==> config.mk <==
export PLATFORM = sky130hd
export DESIGN_NAME = dsi_sample_input
export DESIGN_NICKNAME = d
export VERILOG_FILES = /design/src/core/dsi_pkg.sv /design/src/core/dsi_sample_input.sv
export SDC_FILE = /design/constraint.sdc
export NUM_CORES = 1
export LEC_CHECK = 0
export BUFFER_PORTS_ARGS = -buffer_cell sky130_fd_sc_hd__buf_2
export CAP_MARGIN = 30
export CORE_AREA = 2 2 119 237
export DETAILED_ROUTE_END_ITERATION = 10
export DIE_AREA = 0 0 121 239
export PLACE_DENSITY = 0.79
export SYNTH_ARGS = -nofsm -noshare
export SYNTH_HDL_FRONTEND = slang
export SYNTH_SLANG_ARGS = --single-unit
export TNS_END_PERCENT = 10
==> constraint.sdc <==
create_clock -name clock -period 6 [get_ports clock]
set_input_delay 0.3 -clock clock [delete_from_list [all_inputs] [get_ports clock]]
set_output_delay 0.3 -clock clock [all_outputs]
set_load 0.05 [all_outputs]
==> src/core/dsi_pkg.sv <==
package dsi_pkg;

    // ****************************************************************
    // widths and timing
    // ****************************************************************
    localparam int unsigned SAMPLE_W      = 12;
    localparam int unsigned CLK_PERIOD_NS = 20;
    localparam int unsigned RD_PERIOD_NS  = 160;
    localparam int unsigned RD_DIV_CYC    = (RD_PERIOD_NS + CLK_PERIOD_NS - 1) / CLK_PERIOD_NS;
    localparam int unsigned FIFO_DEPTH    = 8;

    // ****************************************************************
    // apb register map
    // ****************************************************************
    localparam logic [7:0] OFS_CTRL       = 8'h00;
    localparam logic [7:0] OFS_STATE      = 8'h04;
    localparam logic [7:0] OFS_INT_STATUS = 8'h08;
    localparam logic [7:0] OFS_INT_CLEAR  = 8'h0c;
    localparam logic [7:0] OFS_INT_ENABLE = 8'h10;
    localparam logic [7:0] OFS_SAMPLE     = 8'h14;

    localparam int unsigned CTRL_SYNC_EN_BIT = 0;
    localparam int unsigned CTRL_RDOFS_LSB   = 4;
    localparam int unsigned CTRL_RDOFS_W     = 3;
    localparam logic [31:0] CTRL_RESET       = 32'h0000_0041;

    localparam int unsigned ST_GATE_BIT  = 0;
    localparam int unsigned ST_SLEEP_BIT = 1;
    localparam int unsigned ST_FOUR_BIT  = 2;
    localparam int unsigned ST_REV_BIT   = 3;
    localparam int unsigned ST_WPTR_LSB  = 8;
    localparam int unsigned ST_RPTR_LSB  = 16;
    localparam int unsigned SMP_CHB_LSB  = 16;

    localparam int unsigned EV_COLLIDE = 0;
    localparam int unsigned EV_SYNC    = 1;
    localparam int unsigned EV_SERWR   = 2;
    localparam int unsigned EV_W       = 3;
    localparam logic [EV_W-1:0] INT_RESET = 3'h0;

    // ****************************************************************
    // serial control port
    // ****************************************************************
    localparam int unsigned SER_FRAME_BITS = 16;
    localparam int unsigned SER_HDR_BITS   = 8;
    localparam logic [6:0]  SER_CFG_ADDR   = 7'h00;
    localparam int unsigned CFG_FOUR_BIT   = 0;
    localparam int unsigned CFG_REV_BIT    = 1;

    typedef struct packed {
        logic reverseBus;
        logic fourWire;
    } dsi_cfg_s;

    localparam dsi_cfg_s CFG_RESET = '{reverseBus: 1'b0, fourWire: 1'b0};

    typedef struct packed {
        logic [SAMPLE_W-1:0] chB;
        logic [SAMPLE_W-1:0] chA;
    } dsi_pair_s;

    typedef enum logic [1:0] {
        SER_IDLE  = 2'b00,
        SER_SHIFT = 2'b01,
        SER_DRIVE = 2'b11,
        SER_DONE  = 2'b10
    } dsi_ser_e;

endpackage

==> src/core/dsi_sample_input.sv <==
// Local design decisions: the address map and the APB interface to the registers.
`timescale 1ns/10ps

// ****************************************************************
// three-stage pin synchroniser with agreement filter
// ****************************************************************
module dsi_pin_sync #(
    parameter int unsigned      WIDTH   = 1,
    parameter logic [WIDTH-1:0] RST_VAL = '0
) (
    // clock and reset
    input  wire logic             clock,
    input  wire logic             rst_n,
    // pins and filtered level
    input  wire logic [WIDTH-1:0] pinIn,
    output logic      [WIDTH-1:0] level
);
    logic [WIDTH-1:0] s1_ff;
    logic [WIDTH-1:0] s2_ff;
    logic [WIDTH-1:0] s3_ff;
    logic [WIDTH-1:0] level_ff;

    always_ff @(posedge clock or negedge rst_n)
    begin
        if (!rst_n)
        begin
            s1_ff    <= RST_VAL;
            s2_ff    <= RST_VAL;
            s3_ff    <= RST_VAL;
            level_ff <= RST_VAL;
        end
        else
        begin
            s1_ff    <= pinIn;
            s2_ff    <= s1_ff;
            s3_ff    <= s2_ff;
            // a bit moves only once stages two and three agree
            level_ff <= (s2_ff & ~(s2_ff ^ s3_ff)) | (level_ff & (s2_ff ^ s3_ff));
        end
    end

    assign level = level_ff;
endmodule

module dsi_sample_input
    import dsi_pkg::*;
#(
    parameter int unsigned DATA_W     = dsi_pkg::SAMPLE_W,
    parameter int unsigned FIFO_DEPTH = dsi_pkg::FIFO_DEPTH,
    parameter int unsigned RD_DIV     = dsi_pkg::RD_DIV_CYC
) (
    // clock and reset
    input  wire logic              clock,
    input  wire logic              rst_n,
    // apb slave
    input  wire logic              psel,
    input  wire logic              penable,
    input  wire logic              pwrite,
    input  wire logic [7:0]        paddr,
    input  wire logic [31:0]       pwdata,
    output logic      [31:0]       prdata,
    output logic                   pready,
    output logic                   pslverr,
    // sample link
    input  wire logic              inputSampleClock,
    input  wire logic [DATA_W-1:0] sampleBus,
    input  wire logic              transmitGate,
    input  wire logic              sleep,
    input  wire logic              fifoSyncIn,
    // serial control port
    input  wire logic              serialReset_n,
    input  wire logic              serialClock,
    input  wire logic              serialSelect_n,
    input  wire logic              serialDataIoIn,
    output logic                   serialDataIoOut,
    output logic                   serialDataIoOe,
    output logic                   serialDataOut,
    output logic                   serialDataOutOe,
    // converter core side
    output dsi_pkg::dsi_pair_s     corePair,
    output logic                   coreStrobe,
    output logic                   sleepActive,
    output logic                   alarm,
    output logic                   irq
);
    import dsi_pkg::*;

    localparam int unsigned PTR_W  = $clog2(FIFO_DEPTH);
    localparam int unsigned LINK_W = DATA_W + 4;
    localparam int unsigned DIV_W  = $clog2(RD_DIV + 1);

    // ****************************************************************
    // input synchronisers
    // ****************************************************************
    logic [LINK_W-1:0] linkLvl;
    logic [2:0]        serLvl;

    dsi_pin_sync #(.WIDTH(LINK_W)) u_link_sync (
        .clock (clock),
        .rst_n (rst_n),
        .pinIn ({fifoSyncIn, sleep, transmitGate, sampleBus, inputSampleClock}),
        .level (linkLvl)
    );

    // select idles high: a zero reset level would open a false frame
    dsi_pin_sync #(.WIDTH(3), .RST_VAL(3'b010)) u_ser_sync (
        .clock (clock),
        .rst_n (rst_n),
        .pinIn ({serialDataIoIn, serialSelect_n, serialClock}),
        .level (serLvl)
    );

    logic              linkClk;
    logic [DATA_W-1:0] busData;
    logic              gateLvl;
    logic              sleepLvl;
    logic              syncLvl;
    logic              sclkLvl;
    logic              selLvl_n;
    logic              sdiLvl;

    assign linkClk  = linkLvl[0];
    assign busData  = linkLvl[DATA_W:1];
    assign gateLvl  = linkLvl[DATA_W+1];
    assign sleepLvl = linkLvl[DATA_W+2];
    assign syncLvl  = linkLvl[DATA_W+3];
    assign sclkLvl  = serLvl[0];
    assign selLvl_n = serLvl[1];
    assign sdiLvl   = serLvl[2];

    // ****************************************************************
    // configuration (serial reset clears it without the clock)
    // ****************************************************************
    dsi_cfg_s cfg_ff;
    logic     cfgRst_n;
    logic     cfgWrite;
    logic [7:0] cfgWdata;

    assign cfgRst_n = rst_n & serialReset_n;

    always_ff @(posedge clock or negedge cfgRst_n)
    begin
        if (!cfgRst_n)
            cfg_ff <= CFG_RESET;
        else if (cfgWrite)
        begin
            cfg_ff.fourWire   <= cfgWdata[CFG_FOUR_BIT];
            cfg_ff.reverseBus <= cfgWdata[CFG_REV_BIT];
        end
    end

    // ****************************************************************
    // ddr capture
    // ****************************************************************
    logic              linkClkPrev_ff;
    logic              linkRise;
    logic              linkFall;
    logic              gateOk;
    logic [DATA_W-1:0] busWord;
    logic [DATA_W-1:0] chALatch_ff;
    logic              haveA_ff;
    logic [31:0]       ctrl_ff;
    logic              syncHit;
    logic [PTR_W-1:0]  syncOfs;

    assign linkRise = linkClk & ~linkClkPrev_ff;
    assign linkFall = ~linkClk & linkClkPrev_ff;
    assign gateOk   = gateLvl & ~sleepLvl;
    assign syncOfs  = ctrl_ff[CTRL_RDOFS_LSB +: PTR_W];
    assign syncHit  = linkRise & syncLvl & ctrl_ff[CTRL_SYNC_EN_BIT];

    always_comb
    begin
        busWord = busData;
        if (cfg_ff.reverseBus)
            for (int i = 0; i < DATA_W; i++)
                busWord[i] = busData[DATA_W-1-i];
    end

    always_ff @(posedge clock or negedge rst_n)
    begin
        if (!rst_n)
            linkClkPrev_ff <= 1'b0;
        else
            linkClkPrev_ff <= linkClk;
    end

    always_ff @(posedge clock or negedge rst_n)
    begin
        if (!rst_n)
        begin
            chALatch_ff <= '0;
            haveA_ff    <= 1'b0;
        end
        else if (!gateOk)
            haveA_ff <= 1'b0;
        else if (linkRise)
        begin
            chALatch_ff <= busWord;
            haveA_ff    <= 1'b1;
        end
        else if (linkFall)
            haveA_ff <= 1'b0;
    end

    // ****************************************************************
    // input fifo, flip-flop storage
    // ****************************************************************
    dsi_pair_s        mem_ff [FIFO_DEPTH];
    logic [PTR_W-1:0] wrPtr_ff;
    logic [PTR_W-1:0] rdPtr_ff;
    logic             pairWrite;
    dsi_pair_s        newPair;

    assign pairWrite = linkFall & gateOk & haveA_ff & ~syncHit;

    always_comb
    begin
        newPair     = '0;
        newPair.chA = SAMPLE_W'(chALatch_ff);
        newPair.chB = SAMPLE_W'(busWord);
    end

    always_ff @(posedge clock)
    begin
        if (pairWrite)
            mem_ff[wrPtr_ff] <= newPair;
    end

    always_ff @(posedge clock or negedge rst_n)
    begin
        if (!rst_n)
            wrPtr_ff <= '0;
        else if (syncHit)
            wrPtr_ff <= '0;
        else if (pairWrite)
            wrPtr_ff <= wrPtr_ff + 1'b1;
    end

    // read side runs at the core rate from a divider
    logic [DIV_W-1:0] divCnt_ff;
    logic             rdTick_ff;
    logic             collide;

    always_ff @(posedge clock or negedge rst_n)
    begin
        if (!rst_n)
        begin
            divCnt_ff <= '0;
            rdTick_ff <= 1'b0;
        end
        else if (divCnt_ff == DIV_W'(RD_DIV - 1))
        begin
            divCnt_ff <= '0;
            rdTick_ff <= 1'b1;
        end
        else
        begin
            divCnt_ff <= divCnt_ff + 1'b1;
            rdTick_ff <= 1'b0;
        end
    end

    assign collide = rdTick_ff & gateOk & (rdPtr_ff == wrPtr_ff) & ~syncHit;

    always_ff @(posedge clock or negedge rst_n)
    begin
        if (!rst_n)
            rdPtr_ff <= '0;
        else if (syncHit)
            rdPtr_ff <= syncOfs;
        else if (rdTick_ff && gateOk && !collide)
            rdPtr_ff <= rdPtr_ff + 1'b1;
    end

    always_ff @(posedge clock or negedge rst_n)
    begin
        if (!rst_n)
        begin
            corePair   <= '0;
            coreStrobe <= 1'b0;
        end
        else if (!gateOk)
        begin
            corePair   <= '0;
            coreStrobe <= 1'b0;
        end
        else
        begin
            // an empty fifo plays zeros rather than stale data unless a sync hit lands on the read tick
            if (rdTick_ff)
                corePair <= collide ? '0 : mem_ff[rdPtr_ff];
            coreStrobe <= rdTick_ff;
        end
    end

    always_ff @(posedge clock or negedge rst_n)
    begin
        if (!rst_n)
            sleepActive <= 1'b0;
        else
            sleepActive <= sleepLvl;
    end

    // ****************************************************************
    // serial control port
    // ****************************************************************
    dsi_ser_e  serState_ff;
    logic [4:0]  bitCnt_ff;
    logic [15:0] shift_ff;
    logic [7:0]  rdShift_ff;
    logic        sclkPrev_ff;
    logic        sRise;
    logic        sFall;
    logic        isRead;

    assign sRise    = sclkLvl & ~sclkPrev_ff;
    assign sFall    = ~sclkLvl & sclkPrev_ff;
    assign isRead   = shift_ff[SER_HDR_BITS-2];
    assign cfgWrite = (serState_ff == SER_SHIFT) & sRise & ~shift_ff[SER_FRAME_BITS-2]
                      & (bitCnt_ff == 5'(SER_FRAME_BITS - 1))
                      & (shift_ff[SER_FRAME_BITS-3 -: 7] == SER_CFG_ADDR);
    assign cfgWdata = {shift_ff[6:0], sdiLvl};

    always_ff @(posedge clock or negedge rst_n)
    begin
        if (!rst_n)
        begin
            sclkPrev_ff <= 1'b0;
            serState_ff <= SER_IDLE;
            bitCnt_ff   <= '0;
            shift_ff    <= '0;
            rdShift_ff  <= '0;
        end
        else
        begin
            sclkPrev_ff <= sclkLvl;
            if (selLvl_n)
                serState_ff <= SER_IDLE;
            else
            begin
                unique case (serState_ff)
                    SER_IDLE:
                    begin
                        bitCnt_ff   <= '0;
                        serState_ff <= SER_SHIFT;
                    end
                    SER_SHIFT:
                        if (sRise)
                        begin
                            shift_ff  <= {shift_ff[14:0], sdiLvl};
                            bitCnt_ff <= bitCnt_ff + 1'b1;
                            if (bitCnt_ff == 5'(SER_HDR_BITS - 1) && isRead)
                            begin
                                serState_ff <= SER_DRIVE;
                                rdShift_ff  <= (shift_ff[5:0] == SER_CFG_ADDR[6:1]
                                               && sdiLvl == SER_CFG_ADDR[0])
                                               ? {6'h00, cfg_ff} : 8'h00;
                            end
                            else if (bitCnt_ff == 5'(SER_FRAME_BITS - 1))
                                serState_ff <= SER_DONE;
                        end
                    SER_DRIVE:
                    begin
                        if (sFall)
                            rdShift_ff <= {rdShift_ff[6:0], 1'b0};
                        if (sRise)
                        begin
                            bitCnt_ff <= bitCnt_ff + 1'b1;
                            if (bitCnt_ff == 5'(SER_FRAME_BITS - 1))
                                serState_ff <= SER_DONE;
                        end
                    end
                    SER_DONE:
                        serState_ff <= SER_DONE;
                endcase
            end
        end
    end

    // read bit goes out on each falling serial clock edge
    always_ff @(posedge clock or negedge rst_n)
    begin
        if (!rst_n)
        begin
            serialDataIoOut <= 1'b0;
            serialDataIoOe  <= 1'b0;
            serialDataOut   <= 1'b0;
            serialDataOutOe <= 1'b0;
        end
        else
        begin
            if (sFall)
            begin
                serialDataIoOut <= rdShift_ff[7];
                serialDataOut   <= rdShift_ff[7];
            end
            serialDataIoOe  <= (serState_ff == SER_DRIVE) & ~selLvl_n
                               & ~cfg_ff.fourWire;
            serialDataOutOe <= (serState_ff == SER_DRIVE) & ~selLvl_n
                               & cfg_ff.fourWire;
        end
    end

    // ****************************************************************
    // events, alarm and apb registers
    // ****************************************************************
    logic [EV_W-1:0] intStatus_ff;
    logic [EV_W-1:0] intEnable_ff;
    logic [EV_W-1:0] events;
    logic [EV_W-1:0] intClear;
    logic            apbAccess;
    logic            apbCommit;

    assign apbAccess = psel & penable;
    assign apbCommit = apbAccess & pready & pwrite;
    assign events    = {cfgWrite, syncHit, collide};
    assign intClear  = (apbCommit && paddr == OFS_INT_CLEAR) ? pwdata[EV_W-1:0] : '0;

    always_ff @(posedge clock or negedge rst_n)
    begin
        if (!rst_n)
            intStatus_ff <= INT_RESET;
        else
            intStatus_ff <= (intStatus_ff & ~intClear) | events; // set beats clear
    end

    always_ff @(posedge clock or negedge rst_n)
    begin
        if (!rst_n)
        begin
            alarm <= 1'b0;
            irq   <= 1'b0;
        end
        else
        begin
            alarm <= |intStatus_ff;
            irq   <= |(intStatus_ff & intEnable_ff);
        end
    end

    always_ff @(posedge clock or negedge rst_n)
    begin
        if (!rst_n)
        begin
            ctrl_ff      <= CTRL_RESET;
            intEnable_ff <= INT_RESET;
        end
        else if (apbCommit)
        begin
            if (paddr == OFS_CTRL)
                ctrl_ff <= pwdata;
            if (paddr == OFS_INT_ENABLE)
                intEnable_ff <= pwdata[EV_W-1:0];
        end
    end

    // one wait state: data and ready are both registered
    always_ff @(posedge clock or negedge rst_n)
    begin
        if (!rst_n)
        begin
            pready  <= 1'b0;
            pslverr <= 1'b0;
            prdata  <= '0;
        end
        else
        begin
            pready  <= apbAccess & ~pready;
            pslverr <= 1'b0;
            prdata  <= '0;
            if (apbAccess && !pready)
            begin
                unique case (paddr)
                    OFS_CTRL:       prdata <= ctrl_ff;
                    OFS_STATE:
                    begin
                        prdata[ST_GATE_BIT]               <= gateLvl;
                        prdata[ST_SLEEP_BIT]              <= sleepLvl;
                        prdata[ST_FOUR_BIT]               <= cfg_ff.fourWire;
                        prdata[ST_REV_BIT]                <= cfg_ff.reverseBus;
                        prdata[ST_WPTR_LSB +: PTR_W]      <= wrPtr_ff;
                        prdata[ST_RPTR_LSB +: PTR_W]      <= rdPtr_ff;
                    end
                    OFS_INT_STATUS: prdata[EV_W-1:0] <= intStatus_ff;
                    OFS_INT_CLEAR:  prdata <= '0;
                    OFS_INT_ENABLE: prdata[EV_W-1:0] <= intEnable_ff;
                    OFS_SAMPLE:
                    begin
                        prdata[SAMPLE_W-1:0]              <= corePair.chA;
                        prdata[SMP_CHB_LSB +: SAMPLE_W]   <= corePair.chB;
                    end
                    default:        pslverr <= 1'b1;
                endcase
            end
        end
    end
endmodule
# Word level (Yosys, flattened, before mapping)
# Memories as Yosys holds them, arrays and structs flattened.
# Index checks and enable logic that the tools add are counted.
[op_classes]
n_bitwise = 50
muxes = 42
add_sub_neg = 4
reduce_logical = 27
eq_ne = 20
[op_table]
columns = ["op", "n"]
rows = [
  ["$mux 24", 3],
  ["$and 16x16->16", 2],
  ["$mux 32", 1],
  ["$and 1x1->1", 25],
  ["$mux 8", 3],
  ["$pmux 3 s3", 2],
  ["$pmux 9 s2", 1],
  ["$eq 8x4->1 const B", 2],
  ["$eq 8x5->1 const B", 2],
  ["$not 16->16", 1],
  ["$or 16x16->16", 1],
  ["$pmux 8 s2", 1],
  ["$xor 16x16->16", 1],
  ["$mux 3", 5],
  ["$pmux 3 s5", 1],
  ["$and 3x3->3", 4],
  ["$mux 12", 1],
  ["$mux 2", 6],
  ["$mux 4", 3],
  ["$not 1->1", 11],
  ["$pmux 5 s2", 1],
  ["$mux 1", 9],
  ["$eq 8x3->1 const B", 1],
  ["$logic_not 8->1", 1],
  ["33 further kinds", 55],
]
[totals]
in_bits = 65
regBits = 237
mem_bits_rw = 192
mem_count = 1
[mem_list]
columns = ["memory", "depth", "word_bits", "rd", "rd_clocked_by_memory_dff", "write_ports", "line_no", "rtl"]
rows = [
  ["mem_ff", 8, 24, 1, 0, 1, "dsi_sample_input.sv:209", "dsi_pair_s mem_ff [FIFO_DEPTH];"],
]

# Logic depth before layout (Yosys ltp)
# Gate-level depths: netlist of the first run.
[depth]
word_depth = 10
mapped_depth = 7
mapped_depth_nobuf = 6

# Hierarchy
# A second synthesis of the first run with hierarchy kept.
[hier_totals]
hier_cells = 932
hier_area_um2 = 16236.8
[modules_own_cells]
columns = ["module", "n_inst", "seq_area_each_um2", "area_per_inst_um2", "cells_per_inst"]
rows = [
  ["dsi_sample_input", 1, 9796.9, 14116.0, 837],
  ["dsi_pin_sync at u_link_sync", 1, 1601.5, 1781.7, 80],
  ["dsi_pin_sync at u_ser_sync", 1, 305.3, 339.1, 15],
]

# Worst setup path after synthesis of the first run
# Ideal clock, no wire load.
[synth_path]
path_type = "flip-flop to flip-flop"
from = "reg with a tool-made name"
to = "mem mem_ff[0][0] (netlist bit), enable pin"
path_slack_ns = 2.456
path_stages_with_launch = 6
arrival_time_ns = 3.109
path_buffers = 1
cell_sequence = "dfrtp_1 -> ha_1 -> and3_1 -> clkbuf_1 -> or3_1 -> nor3_1"
[synth_lines]
columns = ["item", "line_no"]
rows = [
  ["to (decl)", "dsi_sample_input.sv:209"],
]

==> out/qor.txt, run 1 <==
Status - finished, final reports clean
Simple-gate share of the synthesized area - 5.21%
Max-cap viol count - 0
Layout fillers - 1742
CTS buffer count - 36
Vias per cell - 5.75
All-Layer GR Usage - 22.3%
Share of cells above drive strength 1 - 32.5%
Antenna cell count - 0
Post-DRT Antenna Nets - 0
Register area - 11700 um2
GRT Residual Overflow - 0
CORE AREA - 27200 um2
Clk_lat worst skew - 0.55 ns
Compound-Gate Fraction of Synth Area - 3.00%
Largest cells by area after synthesis - dfrtp_1 36%, edfxtp_1 36%, mux4_2 6.7%
Initial antenna violation count - 1
Final Max Slew Viols - 0
Mux share of post-synthesis cell area - 15.1%
Via count - 8566
WS Path Type - reg -> reg
Post-synth top cells - 231 x dfrtp_1, 192 x edfxtp_1, 83 x mux2_2
VDD IR-drop max - 0.309 mV
Distinct cells, synth - 55
Seq/Total Area, Yosys - 73.0%
Vias in the first global route - 9015
Drt initial violations - 534
CTS tree - yes
Largest net degree at the start of global routing - 88
CTS clk-pin slew, worst paths - 0.07 ns
CP cell instances - ha_1 > and3_1 > or3_1 > nor3_2 > buf_4
Post-synth EDFFs - 192
Crit path to - mem_ff[0][11]
Synth Cell Area - 16000 um2
Initial Util - 58.9%
Pwr Density - 343 nW/um2
Clock buffer depth - 3
Slew headroom - 36.8%
Crit Path Max Fanout - 14
Routed WL - 30900 um
Worst EP arrival - 3.17 ns
DRT Pass-1 Iters - 4
Setup ws final - 3.07 ns
Count leader, synth - dfrtp_1
Drt wl/cell - 20.8 um
Setup Skew - 0.0302 ns
Adder-Cell Fraction of Synth Area - 1.73%
Clk Tree Root Cell - clkbuf_16
Ys Warns - 0
CTS sink count - 429
Die Wd - 121 um
FMAX - 341 MHz
Largest family of logic cells by synthesized area - multiplexers
Pre-CTS setup slack - 3.04 ns
Port Buffers - 130
Placed Instances - 1391
Synthesized instance count - 930
Crit path largest cell delay - 0.75 ns
Xor/xnor share of the synthesized area - 0.437%
Non-Filler Instances - 1489
Post-synth ARST share - 55.2%
Detail Placement HPWL - 19400 um
Setup slack, reg-to-reg - 3.07 ns
WP data required - 6.24 ns
Min Tclk post-route - 2.93 ns
Area grow syn2layout - 16.7%
First-pass GRT wire length - 49300 um
Design Power - 6.41 mW
Final hold violation count - 0
Leading area contributor after synthesis - dfrtp_1
Worst path slowest cell - nor3_2
Post-Syn Nets - 1002
Reg2reg path depth - 5
Die ar. - 28900 um2
Unrepaired setup endpoints after global routing - false
Mean post-synth cell area - 17.2 um2
Die Height - 239 um
IO Pins - 131
# resized after CTS - 0
Nature of the critical path startpoint - flip-flop
Synth top area share - 36.1%
Final setup fails - 0
Cell Rows - 86
Kind of end point of the critical path - flip-flop
Area occupied by multi-input gates - 4130 um2
Flops & latches, synth - 429
Main flop type after synthesis - dfrtp_1
CTS Hold Bufs - 31
Leak Pwr - 7.65 nW
Slew of the pin with the lowest slew margin - 0.943 ns
Fin crit share - 48.9%
Capturing point of the worst reg2reg path - mem_ff[0][11]
Drt drc - 0
Post-CTS setup buffer count - 0
Worst min path class - in -> reg
Nets - 1181
Htree depth - 2
Total Neg Setup Slack - 0 ns
GP Congestion - 0.821
-- registers in the layout (all words and copies together), names as in the netlist, 2 cells and up, named ones only --
| register | count |
|---|---|
| mem_ff | 192 |
| intStatus_ff | 3 |
| cfg_ff | 2 |
| corePair | 24 |
| u_ser_sync.s1_ff | 3 |
| chALatch_ff | 12 |
| u_ser_sync.s3_ff | 3 |
| rdPtr_ff | 3 |
| u_ser_sync.s2_ff | 3 |
| rdShift_ff | 8 |
| serState_ff | 2 |
| intEnable_ff | 3 |
| bitCnt_ff | 5 |
| shift_ff | 15 |
| prdata | 32 |
| u_link_sync.s2_ff | 16 |
| divCnt_ff | 4 |
| wrPtr_ff | 3 |
| u_link_sync.s1_ff | 16 |
| ctrl_ff | 32 |
| u_link_sync.s3_ff | 16 |
-- worst min-delay path by stage --
stage	startpoint	endpoint	slack (ns)	cells after the start
finish	pwdata[30]	ctrl_ff[30]	0.009	2
global route	pwdata[31]	ctrl_ff[31]	0.002	2
CTS	pwdata[30]	ctrl_ff[30]	0.0007	2
detailed placement	serialReset_n	cfg_ff[0]	0.21	2
global placement	serialReset_n	cfg_ff[0]	0.20	2
floorplan	rst_n	asynchronous set/reset pin	0.004	0
-- layer usage --
metal | share of wire, % | vias to the layer above | GRT usage (%)
met2 | 52 | 297 | 38.3
met3 | 5.7 | 66 | 3.63
met4 | 2.9 | 2 | 8.28
li1 | - | 3826 | -
met5 | 0.026 | - | 0
met1 | 39 | 4375 | 28.7
-- power by group --
group          internal, mW  switching [mW]  total [mW]
Clock                  1.39            1.04        2.43
Combinational         0.263           0.298       0.560
Sequential             3.27           0.148        3.42
-- cell type report --
cell class	instances	area share (%)
Sequential cell	429	62.6
Multi-Input combinational cell	449	22.1
Timing Repair Buffer	182	6.12
Clock buffer	50	5.71
Tap cell	352	2.35
Clock inverter	16	0.950
Inverter	11	0.221
-- cell families (layout without fill, tap and decap cells) --
family                   Yosys count  in the layout
multiplexers                     172            172
flip-flops                       429            429
XOR/XNOR                           8              8
AND/OR/NAND/NOR                  167            167
AO/OA/AOI/OAI                     76             76
adder cells (fa/ha/maj)           26             26
buffers and inverters             52            259
-- through the flow --
step                util (%)  hold slack (ns)  cell area (um2)
finish                  68.7          0.00898            18700
global placement        62.9            0.205            17100
CTS                     68.6         0.000676            18700
global route            68.7          0.00238            18700
floorplan                  -          0.00441            16000
detailed placement      62.9            0.212            17100
-- critical path: cells and delay by family, from the launching register on --
kind | cells | cell delay, ns
adders and majority gates | 1 | 0.25
buffers and inverters | 1 | 0.39
DFF | 1 | 0.41
and+or+nand+nor | 3 | 1.57
-- placed cells by master, fill, tap and decap left out, drive strengths merged, types with 2 or more instances in the layout --
cell type / instances
o21ai: 31
a22oi: 15
or3: 6
inv: 11
clkbuf: 50
maj3: 19
nand4b: 2
ha: 7
nor2: 55
nor4: 7
nor3: 9
o21a: 3
and3: 9
bufinv: 3
or2: 5
mux2: 84
buf: 151
nand3: 6
clkinvlp: 2
nand2b: 5
xnor2: 2
dlygate4sd3: 31
dfstp: 6
nor3b: 2
clkinv: 11
a31oi: 2
edfxtp: 192
nand4: 2
dfrtp: 231
xor2: 6
mux2i: 40
mux4: 48
a21oi: 16
and2: 9
nand3b: 4
nand2: 40
(Power assumes the default switching activity.)
==> run 2, diff against run 1 <==
--- a/config.mk
+++ b/config.mk
@@ -7,10 +7,10 @@
 export LEC_CHECK = 0
 export BUFFER_PORTS_ARGS = -buffer_cell sky130_fd_sc_hd__buf_2
 export CAP_MARGIN = 30
-export CORE_AREA = 2 2 119 237
+export CORE_AREA = 2 2 120 239
 export DETAILED_ROUTE_END_ITERATION = 10
-export DIE_AREA = 0 0 121 239
-export PLACE_DENSITY = 0.79
+export DIE_AREA = 0 0 122 241
+export PLACE_DENSITY = 0.78
 export SYNTH_ARGS = -nofsm -noshare
 export SYNTH_HDL_FRONTEND = slang
 export SYNTH_SLANG_ARGS = --single-unit
==> constraint.sdc (replaced) <==
create_clock -name clock -period 2.8 [get_ports clock]
set_input_delay 0.14 -clock clock [delete_from_list [all_inputs] [get_ports clock]]
set_output_delay 0.14 -clock clock [all_outputs]
set_load 0.05 [all_outputs]
==> out/qor.txt, run 2 (synthesis gave the netlist of run 1 again) <==
Crit Path Max Fanout - 17 (+3)
Clk_lat worst skew - 0.55 ns (about the same)
Registers with the most flip-flops - mem_ff (192), ctrl_ff (32), prdata (32)
Non-Filler Instances - 1519 (+2.0%)
Leak Pwr - 7.73 nW (+1.1%)
Psw - 3.17 mW (+110%)
Max-cap viol count - 0 (unchanged)
Initial Util - 58.4% (-0.46 points)
Status - finished, final reports clean
Commonest non-fill, non-tap cell in the layout - dfrtp_1
Total Neg Setup Slack - 0 ns (unchanged)
Port Buffers - 130 (unchanged)
Largest net degree at the start of global routing - 95 (+8.0%)
Post-CTS setup buffer count - 0 (unchanged)
Die Height - 241 um (+0.84%)
Drt initial violations - 573 (+7.3%)
WP data required - 3.20 ns (-3.04 ns)
Vias in the first global route - 9420 (+4.5%)
Logic gate share of total power - 9.3% (+0.6 points)
Int Pwr - 10.2 mW (+110%)
GRT Residual Overflow - 0 (unchanged)
Clk pwr share - 36.0% (-1.9 points)
Crit path buffers/inverters - 1 (unchanged)
Slew headroom - 41.7% (+4.9 points)
Final hold violation count - 0 (unchanged)
Placed Instances - 1397 (+0.43%)
VDD IR-drop max - 0.596 mV (+93%)
All-Layer GR Usage - 23.2% (+0.85 points)
Initial antenna violation count - 1 (unchanged)
Cell Rows - 86 (unchanged)
Unrepaired setup endpoints after global routing - false
Drt drc - 0 (unchanged)
Post-DRT Antenna Nets - 0 (unchanged)
Max FFs per register - 192 (unchanged)
Detail Placement HPWL - 21200 um (+9.6%)
# resized after CTS - 0 (unchanged)
Pwr Density - 707 nW/um2 (+110%)
IO Pins - 131 (unchanged)
Clock buffer depth - 3 (unchanged)
Share of cells above drive strength 1 - 31.7% (-0.81 points)
Worst EP arrival - 2.80 ns (-0.37 ns)
CP cell instances - ha_1 > and3_1 > o41ai_4 > buf_4 > o21ai_0
Worst min path class - in -> async
Net Sw Frac - 23.6% (+0.42 points)
Via count - 8720 (+1.8%)
Die Wd - 122 um (+0.83%)
Final Max Slew Viols - 0 (unchanged)
Slew of the pin with the lowest slew margin - 0.872 ns (-0.0706 ns)
WS Path Type - reg -> reg
Vias per cell - 5.74 (-0.21%)
CTS tree - yes
CORE AREA - 27400 um2 (+0.79%)
Htree depth - 2 (unchanged)
FMAX - 416 MHz (+22%)
Setup slack, reg-to-reg - 0.39 ns (-2.67 ns)
First-pass GRT wire length - 51100 um (+3.7%)
Sequential power share - 54.7% (+1.3 points)
CTS clk-pin slew, worst paths - 0.06 ns (about the same)
Crit-path leading delay family - compound AO/OA/AOI/OAI gates
Setup Skew - 0.0199 ns (-0.0103 ns)
Nets - 1210 (+2.5%)
CTS buffer count - 37 (+2.8%)
Fin crit share - 85.9% (+37 points)
Worst path slowest cell - o41ai_4
Die ar. - 29400 um2 (+1.7%)
CTS sink count - 429 (unchanged)
Kind of end point of the critical path - flip-flop
Min Tclk post-route - 2.41 ns (-0.528 ns)
Design Power - 13.4 mW (+110%)
Final setup fails - 0 (unchanged)
Nature of the critical path startpoint - flip-flop
Drt wl/cell - 21.5 um (+3.8%)
Reg with most FFs - mem_ff
Most frequent cells in the layout - 229 x dfrtp_1, 192 x edfxtp_1, 129 x buf_2
Routed WL - 32700 um (+5.8%)
Area grow syn2layout - 18.3%
DRT Pass-1 Iters - 5 (+1)
Clk Tree Root Cell - clkbuf_16
GP Congestion - 0.868 (+5.8%)
Crit path largest cell delay - 0.86 ns (+0.11 ns)
-- run 2: routing by layer --
metal / track usage [%] / up-vias / share of wire, %
met5: 0 / - / 0
met1: 25.7 / 4470 / 35
met4: 11.3 / 0 / 4.5
li1: - / 3886 / -
met2: 43.0 / 279 / 56
met3: 3.14 / 85 / 4.1
-- run 2: stage by stage --
step                hold WS, ns  setup slack (ns)  cell area, um2  util (%)
floorplan                -0.156           -0.0884           16000         -
detailed placement       0.0505             0.425           17300      62.9
global placement         0.0509             0.531           17300      62.9
finish                   0.0445             0.394           19000      69.1
CTS                      0.0344             0.399           19000      69.1
global route             0.0691             0.221           19000      69.1
-- run 2: cell type report --
cell class / count / area [um2]
diodes: 1 / 2.50
clock buffers: 52 / 1040
clock inverters: 15 / 108
fillers: 1746 / 8470
inverters: 11 / 41.3
multi-input cells: 449 / 4140
flip-flops and latches: 429 / 11700
well taps: 352 / 440
repair buffers: 210 / 1480
-- run 2: repair_timing --
action	4_1_cts	5_1_grt
hold buffers	54	0
endpoints found under the setup margin	0	0
endpoints found under the hold margin	146	0
-- run 2: final timing paths --
kind / depth (start not counted) / end / from
worst max-delay path: 5 / corePair[17] / flip-flop
worst min-delay path: 3 / cfg_ff[0] / serialReset_n
worst max register to register: 5 / corePair[17] / flip-flop
worst min register to register: 0 / u_link_sync.s2_ff[12] / u_link_sync.s1_ff[12]
max in group asynchronous: 3 / ctrl_ff[0] / rst_n
min in group clock: 4 / pslverr / paddr[1]
-- run 2: power groups by stage --
stage	registers, mW	clock network [mW]	logic, mW
floorplan	7.42	0	0.757
global placement	7.43	0	1.18
detailed placement	7.45	0	1.21
CTS	7.33	4.94	1.28
global route	7.37	5.19	1.35
finish	7.33	4.83	1.25
-- run 2: worst min-delay path, stage by stage --
cell	delay [ns]
dlygate4sd3_1	0.52
buf_2	0.09
and2_1	0.17
==> run 3, diff against run 2 <==
--- a/config.mk
+++ b/config.mk
@@ -7,10 +7,12 @@
 export LEC_CHECK = 0
 export BUFFER_PORTS_ARGS = -buffer_cell sky130_fd_sc_hd__buf_2
 export CAP_MARGIN = 30
-export CORE_AREA = 2 2 120 239
+export CELL_PAD_IN_SITES_DETAIL_PLACEMENT = 0
+export CELL_PAD_IN_SITES_GLOBAL_PLACEMENT = 2
+export CORE_AREA = 2 2 138 275
 export DETAILED_ROUTE_END_ITERATION = 10
-export DIE_AREA = 0 0 122 241
-export PLACE_DENSITY = 0.78
+export DIE_AREA = 0 0 140 277
+export PLACE_DENSITY_LB_ADDON = 0.1
 export SYNTH_ARGS = -nofsm -noshare
 export SYNTH_HDL_FRONTEND = slang
 export SYNTH_SLANG_ARGS = --single-unit
==> out/qor.txt, run 3 (synthesis gave the netlist of run 1 again) <==
Initial Util - 43.4% (-15 points)
Registers with the most flip-flops - mem_ff (192), ctrl_ff (32), prdata (32)
FMAX - 434 MHz (+4.3%)
Crit-path leading delay family - simple AND/OR/NAND/NOR gates
WS Path Type - reg -> reg
Nature of the critical path startpoint - flip-flop
First-pass GRT wire length - 50800 um (-0.69%)
Die Wd - 140 um (+15%)
Final hold violation count - 0 (unchanged)
Psw - 3.24 mW (+2.3%)
Pwr Density - 719 nW/um2 (+1.6%)
Sequential power share - 53.1% (-1.6 points)
Layout fillers - 2997 (+72%)
Logic gate share of total power - 8.9% (-0.4 points)
Fin area - 19300 um2 (+1.9%)
Clk pwr share - 38.0% (+2.0 points)
GRT Residual Overflow - 0 (unchanged)
GP Congestion - 0.734 (-16%)
Nets - 1216 (+0.50%)
Setup Skew - 0.0113 ns (-0.00859 ns)
Int Pwr - 10.6 mW (+4.0%)
VDD IR-drop max - 0.743 mV (+25%)
Total Neg Setup Slack - 0 ns (unchanged)
Slew headroom - 51.3% (+9.6 points)
Share of cells above drive strength 1 - 32.5% (+0.78 points)
Drt wl/cell - 19.6 um (-8.9%)
Clk_lat worst skew - 0.55 ns (about the same)
CTS sink count - 429 (unchanged)
Htree depth - 2 (unchanged)
CTS buffer count - 39 (+5.4%)
CTS Hold Bufs - 54 (unchanged)
Placed Area - 17500 um2 (+1.3%)
Kind of end point of the critical path - flip-flop
Setup ws final - 0.494 ns (+0.0998 ns)
Port Buffers - 130 (unchanged)
WP data required - 3.04 ns (-0.16 ns)
Vias per cell - 5.15 (-10%)
Routed WL - 32100 um (-2.0%)
Pre-CTS setup slack - 0.509 ns (+0.0845 ns)
Register area - 11700 um2 (unchanged)
Die ar. - 38800 um2 (+32%)
DRT Pass-1 Iters - 11 (+6)
Status - finished with violations
Post-DRT Antenna Nets - 0 (unchanged)
Worst hold slack - 0.0142 ns (-0.0303 ns)
Drt initial violations - 450 (-21%)
IO Pins - 131 (unchanged)
Worst min path class - in -> async
Crit path largest cell delay - 0.50 ns (-0.36 ns)
Unrepaired setup endpoints after global routing - false
Worst EP arrival - 2.54 ns (-0.26 ns)
# resized after CTS - 0 (unchanged)
Crit path buffers/inverters - 1 (unchanged)
CORE AREA - 36900 um2 (+35%)
Commonest non-fill, non-tap cell in the layout - dfrtp_1
Clock buffer depth - 3 (unchanged)
Die Height - 277 um (+15%)
All-Layer GR Usage - 16.9% (-6.3 points)
Reg with most FFs - mem_ff
Clk Tree Root Cell - clkbuf_16
Via count - 8413 (-3.5%)
Crit Path Max Fanout - 24 (+7)
Vias in the first global route - 8811 (-6.5%)
Drt drc - 15 (+15)
Worst path slowest cell - or3_1
CTS tree - yes
Largest net degree at the start of global routing - 83 (-13%)
Final Max Slew Viols - 0 (unchanged)
Slew of the pin with the lowest slew margin - 0.724 ns (-0.148 ns)
Fin crit share - 82.4% (-3.6 points)
Cell Rows - 100 (+16%)
Max FFs per register - 192 (unchanged)
Post-CTS setup buffer count - 0 (unchanged)
Area grow syn2layout - 20.6%
Setup slack, reg-to-reg - 0.49 ns (+0.10 ns)
Detail Placement HPWL - 20900 um (-1.7%)
Most frequent cells in the layout - 229 x dfrtp_1, 192 x edfxtp_1, 129 x buf_2
Max-cap viol count - 0 (unchanged)
CTS clk-pin slew, worst paths - 0.06 ns (about the same)
Failing checks - DRC
CP cell instances - ha_1 > and3_1 > or3_1 > nor3_2 > buf_12
Net Sw Frac - 23.3% (-0.29 points)
Min Tclk post-route - 2.31 ns (-0.0998 ns)
Final setup fails - 0 (unchanged)
Antenna cell count - 0 (-1)
Leak Pwr - 7.84 nW (+1.4%)
Area occupied by multi-input gates - 4140 um2 (unchanged)
Utilization after layout - 52.4% (-17 points)
Initial antenna violation count - 0 (-1)
[run 3: area by class of cell]
class / count / area share [%]
clock buffer: 56 / 5.77
inverter: 11 / 0.214
sequential: 429 / 60.6
clock inverter: 16 / 0.919
multi-input combinational: 449 / 21.4
timing repair buffer: 214 / 8.13
tap: 459 / 2.97
[run 3: power groups by stage]
stage                     clock network [mW]  registers, mW  logic [mW]
after floorplan                            0           7.42       0.757
after global placement                     0           7.49        1.20
after detailed placement                   0           7.51        1.21
after CTS                               5.45           7.39        1.27
after global routing                    5.71           7.43        1.35
final                                   5.28           7.37        1.23
[run 3: final timing paths]
path | depth (start not counted) | end
max | 5 | mem_ff[0][14]
min in group clock | 3 | intStatus_ff[1]
max in group asynchronous | 3 | corePair[21]
min | 3 | cfg_ff[0]
min reg2reg | 0 | u_ser_sync.s2_ff[0]
max reg2reg | 5 | mem_ff[0][14]
[run 3: per-layer routing]
| layer | GRT usage, % | routed length (um) | vias up |
|---|---|---|---|
| li1 | - | - | 3903 |
| met1 | 21.3 | 13300 | 4298 |
| met2 | 30.4 | 16900 | 170 |
| met3 | 2.18 | 1020 | 42 |
| met4 | 5.00 | 802 | 0 |
| met5 | 0 | 0 | - |
[run 3: tightest hold or removal path, cell delays in order]
cell	delay, ns
dlygate4sd3_1	0.52
buf_2	0.09
and2_1	0.14
[run 3: metrics by stage]
stage / std cells / power, mW
after CTS: 1634 / 14.1
after detailed placement: 1508 / 8.72
after global routing: 1634 / 14.5
after floorplan: 930 / 8.18
final: 1634 / 13.9
after global placement: 1507 / 8.68
